$ cat src/include/tctm_regs.svh
`ifndef TCTM_REGS_SVH
`define TCTM_REGS_SVH

// register byte offsets
`define TCTM_OFS_CTRL     4'h0
`define TCTM_OFS_STATUS   4'h4
`define TCTM_OFS_MASK     4'h8
`define TCTM_OFS_INFO     4'hc

// control fields
`define TCTM_CTRL_MODE    0
`define TCTM_CTRL_START   1
`define TCTM_CTRL_CLRDONE 2

// status register b fields
`define TCTM_ST_TIMING    5
`define TCTM_ST_DONE      11

// info register fields
`define TCTM_INFO_WCFLAG  0
`define TCTM_INFO_MODE    1
`define TCTM_INFO_ACTIVE  2
`define TCTM_INFO_TMARK   3

// fixed core memory locations
`define TCTM_WC_LOC       15'h0018
`define TCTM_CA_LOC       15'h0019

`define TCTM_MASK_RST     32'h0000_0000

`endif

$ cat src/include/tctm_pkg.sv
package tctm_pkg;

    typedef enum logic [6:0] {
        TCTM_IDLE     = 7'b0000001,
        TCTM_FETCH_WC = 7'b0000010,
        TCTM_FETCH_CA = 7'b0000100,
        TCTM_WAIT     = 7'b0001000,
        TCTM_XFER     = 7'b0010000,
        TCTM_WB_WC    = 7'b0100000,
        TCTM_WB_CA    = 7'b1000000
    } tctm_state_t;

    typedef enum logic {
        TCTM_FORMAT_PACED = 1'b0,
        TCTM_COUNT_PACED  = 1'b1
    } tctm_mode_t;

endpackage : tctm_pkg

$ cat src/tctm_core.sv
`timescale 1ns/1ps
`include "tctm_regs.svh"
// Notes on behaviour
// two modes, format-paced and count-paced, chosen by software, never by a switch.
// format-paced mode: transfers and flags paced only by tape block structure.
// count-paced mode also governed by word count fetched from location 000030.
// each transfer address comes from current address word at location 000031.
// count-paced mode suppresses completion flags until word count overflows.
// data break requests only while no overflow during current function.
// timing mark indicator lit while selector is in mark-writing position.
// completion flag, status bit 11, set when each tape operation finishes.
// word-count flag cleared whenever the word count overflows.
// completion flag set again while still set records timing error, bit 5.
// word count and current address advance by one per word; zero crossing overflows. The code advances the word count only in count-paced mode.
module tctm_core
    import tctm_pkg::*;
#(
    parameter int AW = 15,
    parameter int DW = 18
) (
    // clock and reset
    input  wire logic          clk_sys,
    input  wire logic          rst,
    // avalon-mm slave
    input  wire logic [3:0]    avs_address,
    input  wire logic          avs_read,
    input  wire logic          avs_write,
    input  wire logic [31:0]   avs_writedata,
    output logic [31:0]        avs_readdata,
    output logic               avs_waitrequest,
    // interrupt
    output logic               irq,
    // data break channel to core memory
    output logic               brk_req,
    output logic               brk_we,
    output logic [AW-1:0]      brk_addr,
    output logic [DW-1:0]      brk_wdata,
    input  wire logic [DW-1:0] brk_rdata,
    input  wire logic          brk_ack,
    // tape side, same clock
    input  wire logic          tape_word_valid,
    input  wire logic [DW-1:0] tape_word,
    input  wire logic          tape_block_end,
    // panel
    input  wire logic          timing_mark_write_position,
    output logic               timing_mark_indicator
);

    initial begin
        if (AW < 15 || DW < 15 || DW > 32)
            $error("tctm_core: unsupported widths");
    end

    tctm_state_t       state;
    tctm_mode_t        mode;
    logic [DW-1:0]     word_count;
    logic [DW-1:0]     current_address;
    logic [DW-1:0]     data_hold;
    logic              word_count_flag;
    logic              overflowed;
    logic              completion_flag;
    logic              timing_err;
    logic [31:0]       mask;
    logic              pin_s1;
    logic              pin_s2;

    logic              wr_ctrl;
    logic              wr_status;
    logic              start_req;
    logic              finish_evt;
    tctm_mode_t        start_mode;
    logic              next_overflow;
    logic [DW-1:0]     next_wc;

    // one access per two cycles; single wait cycle keeps read data registered
    // writes land in the answer cycle, the only edge the master vouches for
    logic              acc_done;
    assign wr_ctrl   = avs_write && acc_done && avs_address == `TCTM_OFS_CTRL;
    assign wr_status = avs_write && acc_done && avs_address == `TCTM_OFS_STATUS;
    assign start_req = wr_ctrl && avs_writedata[`TCTM_CTRL_START] && state == TCTM_IDLE;
    // the mode written with start governs this function, not the old one
    assign start_mode = tctm_mode_t'(avs_writedata[`TCTM_CTRL_MODE]);
    assign next_wc   = word_count + {{(DW-1){1'b0}}, 1'b1};
    assign next_overflow = (next_wc == '0);

    // block end finishes format-paced, and count-paced only once overflowed; overflow finishes count-paced
    assign finish_evt = (state == TCTM_WAIT && tape_block_end && (mode == TCTM_FORMAT_PACED || overflowed))
                     || (state == TCTM_WB_CA && brk_ack && overflowed && mode == TCTM_COUNT_PACED);

    always_ff @(posedge clk_sys) begin
        if (rst) begin
            acc_done        <= 1'b0;
            avs_waitrequest <= 1'b1;
            avs_readdata    <= 32'h0000_0000;
        end else begin
            acc_done        <= (avs_read || avs_write) && !acc_done;
            avs_waitrequest <= !((avs_read || avs_write) && !acc_done);
            unique case (avs_address)
                `TCTM_OFS_CTRL:   avs_readdata <= {31'h0, mode};
                `TCTM_OFS_STATUS: avs_readdata <= {20'h0, completion_flag, 5'h0, timing_err, 5'h0};
                `TCTM_OFS_MASK:   avs_readdata <= mask;
                `TCTM_OFS_INFO:   avs_readdata <= {28'h0, timing_mark_indicator, state != TCTM_IDLE,
                                                   mode, word_count_flag};
                default:          avs_readdata <= 32'h0000_0000;
            endcase
        end
    end

    // mode is software-owned only
    always_ff @(posedge clk_sys) begin
        if (rst)
            mode <= TCTM_FORMAT_PACED;
        else if (wr_ctrl && state == TCTM_IDLE)
            mode <= tctm_mode_t'(avs_writedata[`TCTM_CTRL_MODE]);
    end

    always_ff @(posedge clk_sys) begin
        if (rst)
            mask <= `TCTM_MASK_RST;
        else if (avs_write && acc_done && avs_address == `TCTM_OFS_MASK)
            mask <= avs_writedata;
    end

    // completion and timing flags; set beats write-one-to-clear
    always_ff @(posedge clk_sys) begin
        if (rst) begin
            completion_flag <= 1'b0;
            timing_err      <= 1'b0;
        end else begin
            if (finish_evt)
                completion_flag <= 1'b1;
            else if ((wr_status && avs_writedata[`TCTM_ST_DONE])
                     || (wr_ctrl && avs_writedata[`TCTM_CTRL_CLRDONE]))
                completion_flag <= 1'b0;
            if (finish_evt && completion_flag)
                timing_err <= 1'b1;
            else if (wr_status && avs_writedata[`TCTM_ST_TIMING])
                timing_err <= 1'b0;
        end
    end

    always_ff @(posedge clk_sys) begin
        if (rst)
            irq <= 1'b0;
        else
            irq <= (completion_flag && mask[`TCTM_ST_DONE]) || (timing_err && mask[`TCTM_ST_TIMING]);
    end

    // switch is asynchronous to the clock
    always_ff @(posedge clk_sys) begin
        if (rst) begin
            pin_s1                <= 1'b0;
            pin_s2                <= 1'b0;
            timing_mark_indicator <= 1'b0;
        end else begin
            pin_s1                <= timing_mark_write_position;
            pin_s2                <= pin_s1;
            timing_mark_indicator <= pin_s2;
        end
    end

    // transfer sequencer: fetch counters, move words, write counters back
    always_ff @(posedge clk_sys) begin
        if (rst) begin
            state           <= TCTM_IDLE;
            word_count      <= '0;
            current_address <= '0;
            data_hold       <= '0;
            word_count_flag <= 1'b0;
            overflowed      <= 1'b0;
        end else begin
            unique case (state)
                TCTM_IDLE: if (start_req) begin
                    overflowed      <= 1'b0;
                    word_count_flag <= 1'b1;
                    state           <= (start_mode == TCTM_COUNT_PACED) ? TCTM_FETCH_WC : TCTM_FETCH_CA;
                end
                TCTM_FETCH_WC: if (brk_ack) begin
                    word_count <= brk_rdata;
                    state      <= TCTM_FETCH_CA;
                end
                TCTM_FETCH_CA: if (brk_ack) begin
                    current_address <= brk_rdata;
                    state           <= TCTM_WAIT;
                end
                TCTM_WAIT: begin
                    if (finish_evt)
                        state <= TCTM_IDLE;
                    else if (tape_word_valid && !overflowed) begin
                        data_hold <= tape_word;
                        state     <= TCTM_XFER;
                    end
                end
                TCTM_XFER: if (brk_ack) begin
                    current_address <= current_address + {{(DW-1){1'b0}}, 1'b1};
                    if (mode == TCTM_COUNT_PACED) begin
                        word_count <= next_wc;
                        if (next_overflow) begin
                            overflowed      <= 1'b1;
                            word_count_flag <= 1'b0;
                        end
                    end
                    state <= (mode == TCTM_COUNT_PACED) ? TCTM_WB_WC : TCTM_WB_CA;
                end
                TCTM_WB_WC: if (brk_ack) state <= TCTM_WB_CA;
                TCTM_WB_CA: if (brk_ack) state <= finish_evt ? TCTM_IDLE : TCTM_WAIT;
            endcase
        end
    end

    // break bus outputs, registered from next state
    always_ff @(posedge clk_sys) begin
        if (rst) begin
            brk_req   <= 1'b0;
            brk_we    <= 1'b0;
            brk_addr  <= '0;
            brk_wdata <= '0;
        end else begin
            brk_req   <= 1'b0;
            brk_we    <= 1'b0;
            unique case (state)
                TCTM_IDLE: if (start_req) begin
                    brk_req  <= 1'b1;
                    brk_addr <= AW'((start_mode == TCTM_COUNT_PACED) ? `TCTM_WC_LOC : `TCTM_CA_LOC);
                end
                TCTM_FETCH_WC: begin
                    brk_req  <= 1'b1;
                    brk_addr <= AW'(brk_ack ? `TCTM_CA_LOC : `TCTM_WC_LOC);
                end
                TCTM_FETCH_CA: brk_req <= !brk_ack;
                TCTM_WAIT: if (tape_word_valid && !overflowed && !finish_evt) begin
                    brk_req   <= 1'b1;
                    brk_we    <= 1'b1;
                    brk_addr  <= AW'(current_address);
                    brk_wdata <= tape_word;
                end
                TCTM_XFER: begin
                    brk_req <= 1'b1;
                    brk_we  <= 1'b1;
                    if (brk_ack) begin
                        brk_addr  <= AW'((mode == TCTM_COUNT_PACED) ? `TCTM_WC_LOC : `TCTM_CA_LOC);
                        brk_wdata <= (mode == TCTM_COUNT_PACED) ? next_wc
                                     : current_address + {{(DW-1){1'b0}}, 1'b1};
                    end
                end
                TCTM_WB_WC: begin
                    brk_req <= 1'b1;
                    brk_we  <= 1'b1;
                    if (brk_ack) begin
                        brk_addr  <= AW'(`TCTM_CA_LOC);
                        brk_wdata <= current_address;
                    end
                end
                TCTM_WB_CA: begin
                    brk_req <= !brk_ack;
                    brk_we  <= !brk_ack;
                end
            endcase
        end
    end

endmodule : tctm_core

$ cat config.mk
export PLATFORM = sky130hd
export DESIGN_NAME = tctm_core
export DESIGN_NICKNAME = d
export VERILOG_FILES = /design/src/include/tctm_pkg.sv /design/src/tctm_core.sv
export VERILOG_INCLUDE_DIRS = /design/src /design/src/include
export SDC_FILE = /design/constraint.sdc
export NUM_CORES = 1
export LEC_CHECK = 0
export BUFFER_PORTS_ARGS = -buffer_cell sky130_fd_sc_hd__buf_2
export CAP_MARGIN = 40
export CORE_UTILIZATION = 60
export DETAILED_ROUTE_END_ITERATION = 6
export PLACE_DENSITY = 0.88
export SLEW_MARGIN = 10
export SYNTH_ARGS = -nofsm -noshare
export SYNTH_HDL_FRONTEND = slang
export SYNTH_SLANG_ARGS = --single-unit
$ cat constraint.sdc
create_clock -name clk_sys -period 4.21 [get_ports clk_sys]
set_input_delay 0.6315 -clock clk_sys [delete_from_list [all_inputs] [get_ports clk_sys]]
set_output_delay 0.6315 -clock clk_sys [all_outputs]
set_load 0.03 [all_outputs]
==> summary.txt, run 1 <==
Run status
  – Outcome: complete, no violations

Timing
  – Hold Violations, Final: 0
  – Hold slack: 413 ps
  – Slew Limit Fails: 0
  – RSZ-0062 raised after global routing: false
  – Worst-Margin Slew: 901 ps
  – Crit share post-route: a little under three quarters
  – Rel. slew slack: roughly 40%
  – Setup TNS: 0 ps
  – Fmax: ~0.33 GHz
  – Min Tclk post-route: approximately 3000 ps
  – Worst Clk Skew: about 9 ps
  – Final setup viols: 0

Clocking
  – CTS tree: done
  – Postcts setup bufs: 0
  – Clk buf depth: 2
  – Sink Count: around 150
  – Cts repair resizes: 0
  – H-tree depth: 4
  – TritonCTS Buffers: 17
  – Hold Buf Count CTS: 0
  – Worst skew pair latency: about 430 ps
  – Clk pin slew, worst setup/hold paths: around 70 ps
  – Clock Tree Root: clkbuf_16

Global routing
  – First-pass GRT wire length: about 36000 µm
  – Vias in the first global route: just under 7000
  – Initial antenna violation count: 0
  – Total gr overflow: 0
  – Global-route usage over all layers: between 30% and 40%
  – Pin count of the biggest net entering global routing: 65

Detailed routing
  – Starting DRT DRC Count: 999
  – First-pass detailed-route iteration total: 6
  – Drt total wl: roughly 24000 µm
  – Vias per std cell: between 6 and 7
  – DR DRC count: 0
  – DR vias: roughly 7800
  – Antenna viol nets, final: 0
  – DR WL/cell: 18.8 µm

Logic synthesis
  – Synth Flop Type: dfxtp_1
  – Register area share after synthesis: 39.6%
  – Post-Syn Area: ~7700 µm²
  – Synth warnings: 0
  – Async SR Flop Fraction: 0%
  – Synth unique cells: 75
  – Syn avg cell area: 7.97 µm²
  – Post-Syn Instances: slightly below 1000
  – Post-synthesis register bit count: roughly 150
  – Mapped Nets: 1053
  – Post-synth EDFFs: 0

Finish
  – Syn-to-layout area delta: 16.3%
  – Most frequent cells in the layout: 153 x dfxtp_1, 148 x buf_2, 141 x nand2_1
  – Non-filler cells, final: 1252
  – Most common cell after layout, fill and taps aside: dfxtp_1
  – Nets@finish: between 1000 and 1500
  – Layout cell share with drive strength beyond 1: between 20% and 30%
  – Antenna fix cells: 0
  – Finished Cell Area: 8990 µm²

Power
  – Sequential Power Share: between 40 and 50%
  – Leakage: ~3.5 nW
  – Pwr Total: ~3.7 mW
  – PD cells: about 410 nW/µm²
  – Clock power frac: about two fifths
  – NetSw: approximately 1.2 mW
  – Gate power share: 17.3%
  – Int Power: ~2.5 mW
  – Switch share: about a third
  – VDD IR max: between 200 and 250 µV

Setup path
  – Worst setup SP type: flop
  – Endpoint class of the critical path: flop
  – Crit path required time: between 4000 and 5000 ps
  – Crit path DAT: 3360 ps
  – FF-to-FF setup slack: 1180 ps
  – Type of the worst setup path: flop to flop
  – Critical-path maximum fanout: 29

Floorplan
  – FP Rows: 41
  – Initial Utilization: around three fifths
  – Die H: around 120 µm
  – DIE AREA: around 13000 µm²
  – # IOs: 150
  – Chip width: around 120 µm
  – Core Area: approximately 13000 µm²

Placed design
  – Placed Area: between 8000 and 9000 µm²
  – Post-DP HPWL: roughly 16000 µm
  – Dpl cells: 1219
  – Buffers on Ports: around 150
  – GP Congestion: roughly 0.96

Worst hold path
  – Class of the worst hold path: input port to flop

Run
  – Max cap viols: 0
==> state kept, by name, indices dropped and copies added, names as in the netlist, 7 cells and up <==
name,count
mask,32
current_address,18
brk_wdata,18
word_count,18
brk_addr,15
state,7
avs_readdata,32
==> Yosys cell counts (all sizes together), types with 14 or more instances <==
master    n  area, µm²
nand2   141        529
buf      37        253
nand3    39        195
nand4    15        115
and3     32        200
clkbuf   49        189
nand2b   21        131
nor4     15        115
mux2i    14        144
inv      16       60.1
nor2     75        292
dfxtp   153       3060
nor3     18        116
o21ai    49        245
a22oi    16        120
xnor2    25        226
a21oi   109        553
==> stage by stage <==
| step | util, % | worst slack (ps) |
|---|---|---|
| floorplan | - | 1930 |
| global placement | 66.3 | 1200 |
| detailed placement | 67.0 | 1050 |
| CTS | 71.4 | 1020 |
| global route | 71.6 | 996 |
| finish | 71.6 | 1180 |
==> routing by layer <==
metal | up-vias | share of wire, % | GRT usage (%)
met2 | 486 | 46 | 56.9
met1 | 3558 | 39 | 43.9
li1 | 3657 | - | -
met4 | 0 | 3.8 | 17.1
met5 | - | 0 | 0
met3 | 82 | 11 | 8.84
==> power by group through the flow <==
stage	Combinational (mW)	Clock, mW	Sequential (mW)
2_1_floorplan	0.469	0	1.61
5_1_grt	0.677	1.53	1.58
6_report	0.633	1.45	1.58
3_5_place_dp	0.615	0	1.61
4_1_cts	0.622	1.46	1.57
3_3_place_gp	0.603	0	1.61
==> logic make-up after synthesis <==
group | synth area share, %
AND/OR/NAND/NOR | 26.6
AO/OA/AOI/OAI | 21.4
flip-flops | 39.6
buffers and inverters | 6.49
XOR/XNOR | 3.27
multiplexers | 2.15
adder cells (fa/ha/maj) | 0.486
==> worst max-delay path: stages (launching register included) <==
cell and delay, ps:
dfxtp_1 740, nor2_1 190, and4_1 500, o21ai_1 270, o2111a_1 830, nor2_1 90, a311oi_1 290
==> final timing paths <==
| check | start | to | depth (start not counted) |
|---|---|---|---|
| hold reg to reg | pin_s2 | timing_mark_indicator | 1 |
| setup reg to reg | state[4] | brk_addr[3] | 6 |
| hold / removal | timing_mark_write_position | pin_s1 | 2 |
| setup / recovery | state[4] | brk_addr[3] | 6 |
==> layout make-up <==
type	instances	area [µm²]
multi-input combinational	715	4180
inverter	16	60.1
fill	1008	3570
clock inverter	14	131
sequential	153	3060
clock buffer	18	429
timing repair buffer	164	916
tap	172	215
(Power assumes the default switching activity.)
==> run 2: changes to the inputs <==
--- a/config.mk
+++ b/config.mk
@@ -6,11 +6,12 @@
 export SDC_FILE = /design/constraint.sdc
 export NUM_CORES = 1
 export LEC_CHECK = 0
+export ABC_AREA = 1
 export BUFFER_PORTS_ARGS = -buffer_cell sky130_fd_sc_hd__buf_2
 export CAP_MARGIN = 40
-export CORE_UTILIZATION = 60
+export CORE_UTILIZATION = 55
 export DETAILED_ROUTE_END_ITERATION = 6
-export PLACE_DENSITY = 0.88
+export PLACE_DENSITY = 0.82
 export SLEW_MARGIN = 10
 export SYNTH_ARGS = -nofsm -noshare
 export SYNTH_HDL_FRONTEND = slang
==> constraint.sdc (replaced) <==
create_clock -name clk_sys -period 3.05 [get_ports clk_sys]
set_input_delay 0.4575 -clock clk_sys [delete_from_list [all_inputs] [get_ports clk_sys]]
set_output_delay 0.4575 -clock clk_sys [all_outputs]
set_load 0.03 [all_outputs]
==> run 2 against run 1 <==
Effect of this change: synthesized area fell by 5.6%; clock skew fell by 2.4 ps; utilization fell by 4.0 points; setup slack got worse by 600 ps; highest routed layer unchanged; die area rose by 2.9%; sequential share of layout area rose by 1.4 points; global-route usage fell by 4.7 points; worst hold slack got worse by 180 ps; critical endpoint is now brk_addr[0]; sequential power rose by 49%; synthesized cell count rose by 5.4%.
==> summary.txt, run 2 <==
Run status
  – Outcome: complete, no violations (unchanged)

Timing
  – Min Tclk post-route: 2470 ps (was 3030 ps)
  – Rel. slew slack: 41.9% (was 39.9%)
  – Worst Clk Skew: 6.82 ps (was 9.24 ps)
  – RSZ-0062 raised after global routing: false (unchanged)
  – Fmax: 0.404 GHz (was 0.330 GHz)
  – Hold Violations, Final: 0 (unchanged)
  – Setup TNS: 0 ps (unchanged)
  – Crit share post-route: 81.1% (was 72.0%)
  – Worst-Margin Slew: 872 ps (was 901 ps)
  – Slew Limit Fails: 0 (unchanged)
  – Final setup viols: 0 (unchanged)

Placed design
  – GP Congestion: 0.951 (was 0.959)
  – Post-DP HPWL: 14100 µm (was 16400 µm)
  – Dpl cells: 1300 (was 1219)
  – Buffers on Ports: 149 (unchanged)

Power
  – Sequential Power Share: 38.6% (was 43.1%)
  – NetSw: 2.27 mW (was 1.16 mW)
  – Int Power: 3.81 mW (was 2.51 mW)
  – Gate power share: 28.2% (was 17.3%)
  – PD cells: 704 nW/µm² (was 408 nW/µm²)
  – VDD IR max: 748 µV (was 230 µV)
  – Leakage: 3.59 nW (was 3.52 nW)
  – Clock power frac: 33.2% (was 39.7%)
  – Switch share: 37.3% (was 31.7%)

Worst hold path
  – Min-Delay Path Depth: 3 (was 2)
  – Class of the worst hold path: input port to flop (unchanged)

Floorplan
  – FP Rows: 41 (unchanged)
  – Core Area: 12800 µm² (was 12600 µm²)
  – DIE AREA: 13700 µm² (was 13300 µm²)
  – Initial Utilization: 57.1% (was 61.5%)
  – Chip width: 117 µm (was 116 µm)
  – # IOs: 150 (unchanged)
  – Die H: 117 µm (was 116 µm)

Detailed routing
  – DR vias: 7271 (was 7783)
  – Antenna viol nets, final: 0 (unchanged)
  – DR DRC count: 0 (unchanged)
  – DR WL/cell: 15.1 µm (was 18.8 µm)
  – Vias per std cell: 5.46 (was 6.22)
  – Drt total wl: 20200 µm (was 23500 µm)
  – Starting DRT DRC Count: 812 (was 999)
  – First-pass detailed-route iteration total: 6 (unchanged)

Finish
  – Layout cell share with drive strength beyond 1: 22.7% (was 20.9%)
  – Antenna fix cells: 0 (unchanged)
  – Multi-input gate area: 3560 µm² (was 4180 µm²)
  – Nets@finish: 1230 (was 1150)
  – Filler Cell Count: 1086 (was 1008)
  – Most frequent cells in the layout: 233 x nand2_1, 153 x dfxtp_1, 149 x buf_2 (was 153 x dfxtp_1, 148 x buf_2, 141 x nand2_1)
  – Seq. cell area: 3060 µm² (unchanged)
  – Most common cell after layout, fill and taps aside: nand2_1 (was dfxtp_1)
  – Biggest registers after layout: avs_readdata x32, mask x32 (unchanged)
  – Non-filler cells, final: 1332 (was 1252)
  – Syn-to-layout area delta: 18.3% (was 16.3%)

Global routing
  – Vias in the first global route: 6532 (was 6795)
  – Total gr overflow: 0 (unchanged)
  – Pin count of the biggest net entering global routing: 76 (was 65)
  – Initial antenna violation count: 0 (unchanged)
  – First-pass GRT wire length: 32200 µm (was 36000 µm)
  – Global-route usage over all layers: 30.5% (was 35.2%)

Run
  – Max cap viols: 0 (unchanged)

Clocking
  – Clock Tree Root: clkbuf_16 (unchanged)
  – H-tree depth: 4 (unchanged)
  – Clk buf depth: 2 (unchanged)
  – Clk pin slew, worst setup/hold paths: 60 ps (was 70 ps)
  – Worst skew pair latency: 430 ps (about the same)
  – TritonCTS Buffers: 17 (unchanged)
  – Sink Count: 153 (unchanged)
  – CTS tree: done (unchanged)
  – Postcts setup bufs: 0 (unchanged)
  – Cts repair resizes: 0 (unchanged)
  – Hold Buf Count CTS: 0 (unchanged)

Setup path
  – Slowest CP cell: nor2_8 (was o2111a_1)
  – Crit path DAT: 2800 ps (was 3360 ps)
  – FF-to-FF path depth: 14 (was 6)
  – Critical-path maximum fanout: 28 (was 29)
  – Max incr delay on CP: 420 ps (was 830 ps)
  – Worst setup SP type: flop (unchanged)
  – Type of the worst setup path: flop to flop (unchanged)
  – Crit path required time: 3380 ps (was 4540 ps)
  – Endpoint class of the critical path: flop (unchanged)
  – CP Cell Sequence: nor2_4 > nand2_2 > inv_2 > nand4_4 > nand2_4 > inv_2 > nand2_4 > inv_2 > nand3_2 > nand2_4 > nor2_8 > inv_1 > nor2_1 > nor2_2 (was nor2_1 > and4_1 > o21ai_1 > o2111a_1 > nor2_1 > a311oi_1)

Logic synthesis
  – Synth unique cells: 49 (was 75)
  – Most numerous cell in the Yosys netlist: nand2_1 (was dfxtp_1)
  – Post-Syn Instances: 1022 (was 970)
  – Register area share after synthesis: 42.0% (was 39.6%)
  – Top cell type's share of synthesized area: 42.0% (was 39.6%)
  – Post-Syn Area: 7300 µm² (was 7730 µm²)
  – Post-synth top cells: 233 x nand2_1, 153 x dfxtp_1, 97 x inv_1, 85 x o21ai_0, 82 x nor2_1 (was 153 x dfxtp_1, 141 x nand2_1, 107 x a21oi_1, 73 x nor2_1, 47 x clkbuf_1)
  – Mapped Nets: 1105 (was 1053)
  – Area contributors post-synth: dfxtp_1 42%, nand2_1 12%, o21ai_0 5.8% (was dfxtp_1 40%, a21oi_1 6.9%, nand2_1 6.8%)
  – Yosys top cell by area: dfxtp_1 (unchanged)
  – Syn avg cell area: 7.14 µm² (was 7.97 µm²)
  – Synth Flop Type: dfxtp_1 (unchanged)
  – Post-synthesis register bit count: 153 (unchanged)
  – Synth warnings: 0 (unchanged)
  – Post-synth EDFFs: 0 (unchanged)
  – Async SR Flop Fraction: 0% (unchanged)
run 2: logic make-up (layout without fill, tap and decap cells):
kind of cell    Yosys count  in the layout  share of synthesized area, %
simple gates            457            457                          28.4
compound gates          230            230                          17.9
buf+inv                 163            301                          9.28
flops                   153            153                          42.0
xor+xnor                 16             16                          1.92
fa+ha+maj                 3              3                         0.514
run 2: final timing paths:
kind	startpoint	endpoint	slack, ps
worst max-delay path	state[0]	brk_addr[0]	580
worst min-delay path	timing_mark_write_position	pin_s1	230
worst max register to register	state[0]	brk_addr[0]	580
worst min register to register	pin_s1	pin_s2	410
run 2: area by class of cell:
| cell class | count | share of cell area, % |
|---|---|---|
| Multi-Input combinational cell | 706 | 41.3 |
| Timing Repair Buffer | 159 | 9.51 |
| Sequential cell | 153 | 35.5 |
| Inverter | 110 | 4.78 |
| Clock inverter | 15 | 1.52 |
| Clock buffer | 17 | 4.93 |
| Tap cell | 172 | 2.49 |
run 2: power by group through the flow:
stage / sequential, mW / clock, mW / combinational [mW]
2_1_floorplan: 2.57 / 0 / 1.23
3_3_place_gp: 2.38 / 0 / 1.64
3_5_place_dp: 2.38 / 0 / 1.69
4_1_cts: 2.34 / 2.03 / 1.71
5_1_grt: 2.37 / 2.12 / 1.88
6_report: 2.35 / 2.02 / 1.71
run 2: worst max-delay path, delay by kind of cell, from the launching register on:
family | cells | cell delay [ps]
buffers and inverters | 4 | 470
DFF | 1 | 350
and+or+nand+nor | 10 | 1550
run 2: through the flow:
| stage | cell area (µm²) | setup slack, ps | utilization (%) | power [mW] | hold slack, ps |
|---|---|---|---|---|---|
| after floorplan | 7300 | 1310 | - | 3.79 | 388 |
| after global placement | 8070 | 724 | 63.2 | 4.02 | 397 |
| after detailed placement | 8070 | 611 | 63.2 | 4.07 | 401 |
| after CTS | 8630 | 592 | 67.6 | 6.08 | 223 |
| after global routing | 8630 | 325 | 67.6 | 6.37 | 232 |
| final | 8630 | 577 | 67.6 | 6.08 | 229 |
run 2: routing by layer:
metal / global-route usage [%] / routed length, µm / vias up
li1: - / - / 3613
met1: 42.3 / 9070 / 3275
met2: 45.3 / 8830 / 348
met3: 8.60 / 1880 / 35
met4: 11.0 / 396 / 0
met5: 0 / 0 / -
